[src/rtl/dchs_pkg.sv]
// Package of constants and types for the dog and count homing sequencer.
`default_nettype none
package dchs_pkg;
	// ==========================================================
	// Register map, word offsets on the plain register port.
	localparam logic [3:0] DCHS_ADDR_CTRL = 4'h0;
	localparam logic [3:0] DCHS_ADDR_METHOD = 4'h1;
	localparam logic [3:0] DCHS_ADDR_HOME_SPD = 4'h2;
	localparam logic [3:0] DCHS_ADDR_CREEP_SPD = 4'h3;
	localparam logic [3:0] DCHS_ADDR_SHIFT = 4'h4;
	localparam logic [3:0] DCHS_ADDR_ACCEL = 4'h5;
	localparam logic [3:0] DCHS_ADDR_HOME_POS = 4'h6;
	localparam logic [3:0] DCHS_ADDR_POST_DIST = 4'h7;
	localparam logic [3:0] DCHS_ADDR_STATUS = 4'h8;
	localparam logic [3:0] DCHS_ADDR_POS = 4'h9;
	localparam logic [3:0] DCHS_ADDR_REV_POS = 4'hA;
	// ==========================================================
	// Field positions in the method register.
	localparam int DCHS_METHOD_LSB = 0;
	localparam int DCHS_METHOD_MSB = 3;
	localparam int DCHS_DIR_BIT = 4;
	localparam int DCHS_POL_BIT = 8;
	localparam logic [3:0] DCHS_METHOD_DOG = 4'h0;
	localparam logic [3:0] DCHS_METHOD_COUNT = 4'h1;
	// Field positions in the status register.
	localparam int DCHS_ST_BUSY_BIT = 0;
	localparam int DCHS_ST_DONE_BIT = 1;
	localparam int DCHS_ST_ERR_BIT = 2;
	localparam int DCHS_ST_DOG_BIT = 3;
	// Control register: bit 0 clears the done flag.
	localparam int DCHS_CTRL_CLR_BIT = 0;
	// ==========================================================
	// Reset values.
	localparam logic [31:0] DCHS_RST_ZERO = 32'h0000_0000;
	localparam logic [31:0] DCHS_RST_SPEED = 32'h0000_0010;
	localparam logic [31:0] DCHS_RST_CREEP = 32'h0000_0002;
	localparam logic [31:0] DCHS_RST_ACCEL = 32'h0000_0001;
	// ==========================================================
	// Timing: the switch must stand for this long in the count method.
	localparam int DCHS_CLK_MHZ = 100;
	localparam int DCHS_DOG_MIN_MS = 10;
	localparam int DCHS_DOG_MIN_CYC = DCHS_DOG_MIN_MS * 1000 * DCHS_CLK_MHZ;
	// ==========================================================
	// Sequencer states, Gray coded along the main path.
	typedef enum logic [2:0] {
		DCHS_IDLE = 3'h0,
		DCHS_FAST = 3'h1,
		DCHS_ON_DOG = 3'h3,
		DCHS_SEEK_Z = 3'h2,
		DCHS_SHIFT = 3'h6,
		DCHS_STOP = 3'h7,
		DCHS_DONE = 3'h5
	} dchs_state_t;
endpackage
`default_nettype wire

[src/rtl/dchs_homing_seq.sv]
// Dog and count homing sequencer with speed ramp and register port.
`timescale 1ns/1ps
`default_nettype none
// Notes on behaviour
// - Method digit zero selects dog homing.
// - Method digit one selects count homing.
// - Homing speed until switch detected.
// - Creep speed after switch detection.
// - Dog: home at first index past rear.
// - Dog: shift distance beyond that index.
// - All speed changes use homing ramp.
// - Load position with home data at end.
// - Count: travel distance, then next index.
// - Count: shift measured from that index.
// - Within-revolution position readable as status.
// - Direction 0 increments, 1 decrements.
// - Polarity 0 detects off, 1 on.
// - Index pulse used internally, never output.
module dchs_homing_seq #(
	parameter int DOG_MIN_CYC = dchs_pkg::DCHS_DOG_MIN_CYC,
	parameter int REV_COUNTS = 4096
) (
	input wire logic core_clk_i, // System clock, 100 MHz.
	input wire logic resetn_i, // Synchronous reset, active low.
	input wire logic auto_manual_select_i, // Manual mode selected when high.
	input wire logic homing_command_i, // One-cycle pulse from program execution.
	input wire logic dog_i, // Proximity switch pin.
	input wire logic enc_index_i, // Encoder index pin, once per revolution.
	input wire logic enc_step_i, // Encoder count pulse, same clock.
	input wire logic [3:0] addr_i, // Register word address.
	input wire logic [31:0] wdata_i, // Register write data.
	input wire logic wr_i, // Write strobe.
	input wire logic rd_i, // Read strobe.
	output logic [31:0] rdata_o, // Read data, one cycle after rd_i.
	output logic [31:0] speed_o, // Commanded speed magnitude.
	output logic dir_neg_o, // High for decreasing addresses.
	output logic busy_o, // Homing run in progress.
	output logic done_o // Homing complete.
);
	import dchs_pkg::*;

	// ==========================================================
	// Configuration registers.
	logic [31:0] method_reg, method_next;
	logic [31:0] hspd_reg, hspd_next, cspd_reg, cspd_next;
	logic [31:0] shift_reg, shift_next, accel_reg, accel_next;
	logic [31:0] hpos_reg, hpos_next, post_reg, post_next;
	logic clr_done;

	// Software writes; the clear bit is a pulse, not stored.
	always_comb begin
		method_next = method_reg;
		hspd_next = hspd_reg;
		cspd_next = cspd_reg;
		shift_next = shift_reg;
		accel_next = accel_reg;
		hpos_next = hpos_reg;
		post_next = post_reg;
		clr_done = 1'b0;
		if (wr_i) begin
			if (addr_i == DCHS_ADDR_CTRL) begin
				clr_done = wdata_i[DCHS_CTRL_CLR_BIT];
			end else if (addr_i == DCHS_ADDR_METHOD) begin
				method_next = wdata_i;
			end else if (addr_i == DCHS_ADDR_HOME_SPD) begin
				hspd_next = wdata_i;
			end else if (addr_i == DCHS_ADDR_CREEP_SPD) begin
				cspd_next = wdata_i;
			end else if (addr_i == DCHS_ADDR_SHIFT) begin
				shift_next = wdata_i;
			end else if (addr_i == DCHS_ADDR_ACCEL) begin
				accel_next = wdata_i;
			end else if (addr_i == DCHS_ADDR_HOME_POS) begin
				hpos_next = wdata_i;
			end else if (addr_i == DCHS_ADDR_POST_DIST) begin
				post_next = wdata_i;
			end
		end
	end

	always_ff @(posedge core_clk_i) begin
		if (!resetn_i) begin
			method_reg <= DCHS_RST_ZERO;
			hspd_reg <= DCHS_RST_SPEED;
			cspd_reg <= DCHS_RST_CREEP;
			shift_reg <= DCHS_RST_ZERO;
			accel_reg <= DCHS_RST_ACCEL;
			hpos_reg <= DCHS_RST_ZERO;
			post_reg <= DCHS_RST_ZERO;
		end else begin
			method_reg <= method_next;
			hspd_reg <= hspd_next;
			cspd_reg <= cspd_next;
			shift_reg <= shift_next;
			accel_reg <= accel_next;
			hpos_reg <= hpos_next;
			post_reg <= post_next;
		end
	end

	// ==========================================================
	// Pin synchronisers: three stages, a change counts once stages two and three agree.
	logic [2:0] dog_sync_reg, idx_sync_reg;
	logic dog_lvl_reg, dog_lvl_next, idx_lvl_reg, idx_lvl_next;

	always_comb begin
		dog_lvl_next = dog_lvl_reg;
		idx_lvl_next = idx_lvl_reg;
		if (dog_sync_reg[1] == dog_sync_reg[2]) begin
			dog_lvl_next = dog_sync_reg[2];
		end
		if (idx_sync_reg[1] == idx_sync_reg[2]) begin
			idx_lvl_next = idx_sync_reg[2];
		end
	end

	always_ff @(posedge core_clk_i) begin
		if (!resetn_i) begin
			dog_sync_reg <= 3'h0;
			idx_sync_reg <= 3'h0;
			dog_lvl_reg <= 1'b0;
			idx_lvl_reg <= 1'b0;
		end else begin
			dog_sync_reg <= {dog_sync_reg[1:0], dog_i};
			idx_sync_reg <= {idx_sync_reg[1:0], enc_index_i};
			dog_lvl_reg <= dog_lvl_next;
			idx_lvl_reg <= idx_lvl_next;
		end
	end

	// Switch detection follows the polarity bit; the index acts on its rising edge.
	logic dog_det, idx_rise;
	assign dog_det = method_reg[DCHS_POL_BIT] ? dog_lvl_reg : ~dog_lvl_reg;
	assign idx_rise = idx_lvl_next & ~idx_lvl_reg;

	// ==========================================================
	// Sequencer state.
	dchs_state_t state_reg, state_next;
	logic [31:0] target_reg, target_next, dist_reg, dist_next;
	logic [31:0] pos_reg, pos_next, rev_reg, rev_next;
	logic [31:0] dogcnt_reg, dogcnt_next;
	logic done_reg, done_next, err_reg, err_next, dogseen_reg, dogseen_next;
	logic is_count, dir_neg;
	assign is_count = method_reg[DCHS_METHOD_MSB:DCHS_METHOD_LSB] == DCHS_METHOD_COUNT;
	assign dir_neg = method_reg[DCHS_DIR_BIT];

	// Steps the run; dist_reg counts encoder steps for the count and shift legs.
	always_comb begin
		state_next = state_reg;
		target_next = target_reg;
		dist_next = dist_reg;
		pos_next = pos_reg;
		rev_next = rev_reg;
		dogcnt_next = dogcnt_reg;
		done_next = done_reg;
		err_next = err_reg;
		dogseen_next = dogseen_reg;
		// Position tracking from encoder steps in the commanded direction.
		if (enc_step_i) begin
			pos_next = dir_neg_o ? pos_reg - 32'h1 : pos_reg + 32'h1;
			rev_next = (rev_reg == 32'(REV_COUNTS - 1)) ? 32'h0 : rev_reg + 32'h1;
			if (dist_reg != 32'h0) begin
				dist_next = dist_reg - 32'h1;
			end
		end
		if (idx_rise) begin
			rev_next = 32'h0;
		end
		// Done is sticky; a new completion wins over a software clear.
		if (clr_done) begin
			done_next = 1'b0;
		end
		case (state_reg)
			DCHS_IDLE: begin
				// Starts only on the command while manual mode is chosen and method is 0 or 1.
				if (homing_command_i && auto_manual_select_i) begin
					if (method_reg[DCHS_METHOD_MSB:DCHS_METHOD_LSB] == DCHS_METHOD_DOG ||
						is_count) begin
						state_next = DCHS_FAST;
						target_next = hspd_reg;
						done_next = 1'b0;
						err_next = 1'b0;
						dogseen_next = 1'b0;
					end else begin
						err_next = 1'b1;
					end
				end
			end
			DCHS_FAST: begin
				if (dog_det) begin
					state_next = DCHS_ON_DOG;
					target_next = cspd_reg;
					dist_next = post_reg;
					dogcnt_next = 32'h0;
				end
			end
			DCHS_ON_DOG: begin
				if (dog_det && dogcnt_reg != 32'(DOG_MIN_CYC)) begin
					dogcnt_next = dogcnt_reg + 32'h1;
				end
				if (is_count) begin
					// A switch dropping before its least time marks the run failed.
					if (!dog_det && dogcnt_reg != 32'(DOG_MIN_CYC)) begin
						err_next = 1'b1;
						state_next = DCHS_STOP;
						target_next = 32'h0;
					end else if (dist_reg == 32'h0) begin
						state_next = DCHS_SEEK_Z;
					end
				end else if (!dog_det) begin
					state_next = DCHS_SEEK_Z;
				end
			end
			DCHS_SEEK_Z: begin
				if (idx_rise) begin
					dist_next = shift_reg;
					state_next = DCHS_SHIFT;
				end
			end
			DCHS_SHIFT: begin
				if (dist_reg == 32'h0) begin
					state_next = DCHS_STOP;
					target_next = 32'h0;
				end
			end
			DCHS_STOP: begin
				if (speed_o == 32'h0) begin
					state_next = err_reg ? DCHS_IDLE : DCHS_DONE;
				end
			end
			DCHS_DONE: begin
				pos_next = hpos_reg;
				done_next = 1'b1;
				state_next = DCHS_IDLE;
			end
			default: state_next = DCHS_IDLE;
		endcase
		if (dog_det) begin
			dogseen_next = 1'b1;
		end
	end

	// Speed ramp: every change steps by at most the homing acceleration value.
	logic [31:0] speed_next;
	always_comb begin
		speed_next = speed_o;
		if (speed_o < target_reg) begin
			speed_next = (target_reg - speed_o > accel_reg) ? speed_o + accel_reg : target_reg;
		end else if (speed_o > target_reg) begin
			speed_next = (speed_o - target_reg > accel_reg) ? speed_o - accel_reg : target_reg;
		end
	end

	always_ff @(posedge core_clk_i) begin
		if (!resetn_i) begin
			state_reg <= DCHS_IDLE;
			target_reg <= DCHS_RST_ZERO;
			dist_reg <= DCHS_RST_ZERO;
			pos_reg <= DCHS_RST_ZERO;
			rev_reg <= DCHS_RST_ZERO;
			dogcnt_reg <= DCHS_RST_ZERO;
			done_reg <= 1'b0;
			err_reg <= 1'b0;
			dogseen_reg <= 1'b0;
			speed_o <= DCHS_RST_ZERO;
			dir_neg_o <= 1'b0;
			busy_o <= 1'b0;
			done_o <= 1'b0;
		end else begin
			state_reg <= state_next;
			target_reg <= target_next;
			dist_reg <= dist_next;
			pos_reg <= pos_next;
			rev_reg <= rev_next;
			dogcnt_reg <= dogcnt_next;
			done_reg <= done_next;
			err_reg <= err_next;
			dogseen_reg <= dogseen_next;
			speed_o <= speed_next;
			dir_neg_o <= dir_neg;
			busy_o <= state_next != DCHS_IDLE;
			done_o <= done_next;
		end
	end

	// ==========================================================
	// Read port: data stand the cycle after the strobe; unmapped reads give zero.
	logic [31:0] rdata_next;
	always_comb begin
		rdata_next = 32'h0;
		if (rd_i) begin
			if (addr_i == DCHS_ADDR_METHOD) begin
				rdata_next = method_reg;
			end else if (addr_i == DCHS_ADDR_HOME_SPD) begin
				rdata_next = hspd_reg;
			end else if (addr_i == DCHS_ADDR_CREEP_SPD) begin
				rdata_next = cspd_reg;
			end else if (addr_i == DCHS_ADDR_SHIFT) begin
				rdata_next = shift_reg;
			end else if (addr_i == DCHS_ADDR_ACCEL) begin
				rdata_next = accel_reg;
			end else if (addr_i == DCHS_ADDR_HOME_POS) begin
				rdata_next = hpos_reg;
			end else if (addr_i == DCHS_ADDR_POST_DIST) begin
				rdata_next = post_reg;
			end else if (addr_i == DCHS_ADDR_STATUS) begin
				rdata_next[DCHS_ST_BUSY_BIT] = busy_o;
				rdata_next[DCHS_ST_DONE_BIT] = done_reg;
				rdata_next[DCHS_ST_ERR_BIT] = err_reg;
				rdata_next[DCHS_ST_DOG_BIT] = dogseen_reg;
			end else if (addr_i == DCHS_ADDR_POS) begin
				rdata_next = pos_reg;
			end else if (addr_i == DCHS_ADDR_REV_POS) begin
				rdata_next = rev_reg;
			end
		end
	end

	always_ff @(posedge core_clk_i) begin
		if (!resetn_i) begin
			rdata_o <= DCHS_RST_ZERO;
		end else begin
			rdata_o <= rdata_next;
		end
	end
endmodule
`default_nettype wire

[config.mk]
export PLATFORM = sky130hd
export DESIGN_NAME = dchs_homing_seq
export DESIGN_NICKNAME = d
export VERILOG_FILES = /design/src/rtl/dchs_pkg.sv /design/src/rtl/dchs_homing_seq.sv
export SDC_FILE = /design/constraint.sdc
export NUM_CORES = 2
export LEC_CHECK = 0
export ABC_AREA = 0
export BUFFER_PORTS_ARGS = -buffer_cell sky130_fd_sc_hd__buf_2
export CAP_MARGIN = 5
export CORE_MARGIN = 1.5
export CORE_UTILIZATION = 55
export DETAILED_ROUTE_END_ITERATION = 16
export PLACE_DENSITY = 0.72
export REMOVE_ABC_BUFFERS = 1
export SLEW_MARGIN = 5
export SYNTH_ARGS = -nofsm -noshare
export SYNTH_HDL_FRONTEND = slang
export SYNTH_SLANG_ARGS = --single-unit
export TNS_END_PERCENT = 50
[constraint.sdc]
create_clock -name core_clk_i -period 9.66 [get_ports core_clk_i]
set_input_delay 2.898 -clock core_clk_i [delete_from_list [all_inputs] [get_ports core_clk_i]]
set_output_delay 2.898 -clock core_clk_i [all_outputs]
set_load 0.02 [all_outputs]
==> out/qor.yml <==
layout:
  final_common_cell: "nand2_1"
  fill_cells: 4845
  fin_nets: 4090
  final_core_util_pct: 60.59
  drive_gt1_share_pct: 7.882
  area_delta_synth_final_pct: 8.360
  fin_area_sq_um: 32030
  regArea_sq_um: 9289
  multi_input_area_sq_um: 18750
  layout_common_cells: "nand2_1, a21oi_1, dfxtp_1, nor2_1, ha_1"
  antenna_cells: 0
critical_path:
  cpPeakStageDelay_ns: 0.62
  path_class: "reg -> reg"
  worstPathRequired_ns: 10.11
  crit_fanout: 33
  cp_slowest_cell: "a211oi_1"
  startpoint_type: "register"
  cp-end-kind: "register"
  cp_top_family: "compound AO/OA/AOI/OAI gates"
  path_cells: "inv_1 -> ha_1 -> nor2b_1 -> o21ai_0 -> a21boi_0 -> o21ai_0 -> a2111oi_0 -> a211oi_1 -> o21ai_1 -> a31o_2 -> a21oi_1 -> xnor2_1 -> ha_1 -> a21oi_1 -> o21ai_0 -> a221oi_1 -> o2111ai_1 -> nand2_1 -> buf_4 -> clkinv_1 -> nor3_1 -> a21oi_1 -> o221ai_1 -> a211oi_1"
  worstPathArrival_ns: 7.31
  crit_buf_inv: 3
routing:
  vias_per_cell: 6.298
  drtIter0Drc: 3242
  dr.pass1.iters: 6
  wl_um: 96580
  wire_per_inst_um: 21.25
  ant_nets: 0
  vias: 28624
  drc: 0
clocking:
  cts_tree: "done"
  cts_buffers: 49
  root_buffer: "clkbuf_16"
  cts_sinks: 464
  htreeDepth: 2
  cts_resized: 0
  clk_pin_slew_worst_paths_ns: 0.06
  insertion_delay_ns: 0.60
  clockBufferDepth: 3
  holdBufCountCts: 0
  cts_setup_buffers: 0
sta:
  worstMarginPinSlew_ns: 1.143
  slew_violations: 0
  setup_viol: 0
  fin_worst_skew_ns: 0.01918
  tns_ns: 0
  fmax_mhz: 145.8
  fin_crit_sh_pct: 71.00
  slew_headroom_pct: 23.78
  hold_viol_final: 0
  rsz0062_at_grt: "false"
  setup_ws_ns: 2.801
  min_period_ns: 6.859
placement:
  gp_congestion: 0.9810
  placed_cell_area_sq_um: 30420
  port_buffers: 111
  pre_cts_ws_ns: 2.899
  dp_hpwl_um: 69320
synth:
  synth_cells: 3857
  synth_ff_type: "dfxtp_1"
  syn_area_sq_um: 29560
  synth.distinct_cells: 82
  yosysWarnings: 0
  syn-mean-instance-area_sq_um: 7.664
  synth-seq-cells: 464
  async_reset_ff_share_pct: 0
  synth-edff-count: 0
  ys_seq_area_share_pct: 31.42
floorplan:
  die_area_sq_um: 55150
  start_util_pct: 55.92
  dieWidth_um: 234.8
  core_sq_um: 52870
  ios: 112
  rows: 84
  die_h_um: 234.8
pwr:
  power_leakage_uw: 0.01210
  ir_drop_v: 0.0002573
  power.density_nw_per_um2: 278.1
global_routing:
  grt_pass1_vias: 26229
  grtUsageTotal_pct: 33.82
  grt_max_degree: 144
  antenna_found_initial: 0
  grt_pass1_wl_um: 149800
  overflow: 0
job:
  drv_cap: 0
status:
  status: "finished clean"
worst_hold_path:
  hp-class: "reg -> reg"
-- cell type report --
type / count / share of cell area (%)
multi-input cells: 2980 / 58.54
flip-flops and latches: 464 / 29.00
well taps: 688 / 2.687
clock buffers: 72 / 4.570
inverters: 173 / 2.051
clock inverters: 18 / 0.4687
repair buffers: 150 / 2.687
-- worst register-to-register path, cell delays in order (launching register included) --
cell and delay [ns]:
dfxtp_1 0.49, inv_1 0.22, ha_1 0.36, nor2b_1 0.13, o21ai_0 0.20, a21boi_0 0.14
o21ai_0 0.40, a2111oi_0 0.20, a211oi_1 0.62, o21ai_1 0.30, a31o_2 0.31, a21oi_1 0.16
xnor2_1 0.15, ha_1 0.28, a21oi_1 0.14, o21ai_0 0.09, a221oi_1 0.48, o2111ai_1 0.34
nand2_1 0.14, buf_4 0.36, clkinv_1 0.57, nor3_1 0.30, a21oi_1 0.07, o221ai_1 0.19
a211oi_1 0.07
-- kinds of logic (layout without fill, tap and decap cells) --
| group | after synthesis | in the layout | share of synthesized area [%] |
|---|---|---|---|
| compound gates | 1212 | 1212 | 26.73 |
| xor+xnor | 218 | 218 | 6.459 |
| fa+ha+maj | 227 | 227 | 9.735 |
| buf+inv | 413 | 413 | 5.405 |
| flops | 464 | 464 | 31.42 |
| mux | 18 | 18 | 0.6095 |
| simple gates | 1305 | 1305 | 19.64 |
-- cells in the mapped netlist, types with 52 or more instances --
master | count | area share (%)
nand2_1 | 665 | 8.4
a211oi_1 | 52 | 1.3
a221oi_1 | 70 | 2.1
xor2_1 | 85 | 2.5
a21oi_1 | 472 | 8.0
nor2_1 | 285 | 3.6
clkbuf_1 | 215 | 2.7
xnor2_1 | 133 | 3.9
inv_1 | 170 | 2.2
o21ai_0 | 131 | 2.2
a22o_1 | 52 | 1.5
a22oi_1 | 69 | 1.8
ha_1 | 222 | 9.4
dfxtp_1 | 464 | 31
nand3_1 | 60 | 1.0
-- per-layer routing --
metal	track usage, %	vias to the layer above	wire (um)
li1	-	13700	-
met2	52.14	1349	41770
met5	0	-	0
met3	5.792	179	9719
met4	10.45	0	2821
met1	48.07	13396	42270
-- stage by stage --
stage | std cells | power, uW | hold slack [ns]
final | 4545 | 8908 | 0.4301
after global routing | 4545 | 9516 | 0.4528
after CTS | 4545 | 8849 | 0.4376
after detailed placement | 4455 | 6956 | 0.4273
after global placement | 4455 | 6921 | 0.4127
after floorplan | 3617 | 5716 | 0.4118
-- power breakdown --
group	total (uW)	internal (uW)	switching (uW)	leakage [uW]
registers	2240	2050	195	0.00376
logic	4760	1870	2890	0.00756
clock network	1900	1080	822	0.000786
total	8910	5000	3910	0.0121
-- worst paths after layout --
kind	slack [ns]	to	startpoint	cells after the start
max	2.80	speed_o[31]$_SDFFE_PN0P_	speed_o[1]$_SDFFE_PN0P_	24
min	0.43	idx_sync_reg[1]$_SDFF_PN0_	idx_sync_reg[0]$_SDFF_PN0_	1
max reg2reg	2.80	speed_o[31]$_SDFFE_PN0P_	speed_o[1]$_SDFFE_PN0P_	24
min reg2reg	0.43	idx_sync_reg[1]$_SDFF_PN0_	idx_sync_reg[0]$_SDFF_PN0_	1
(Power assumes the default switching activity.)
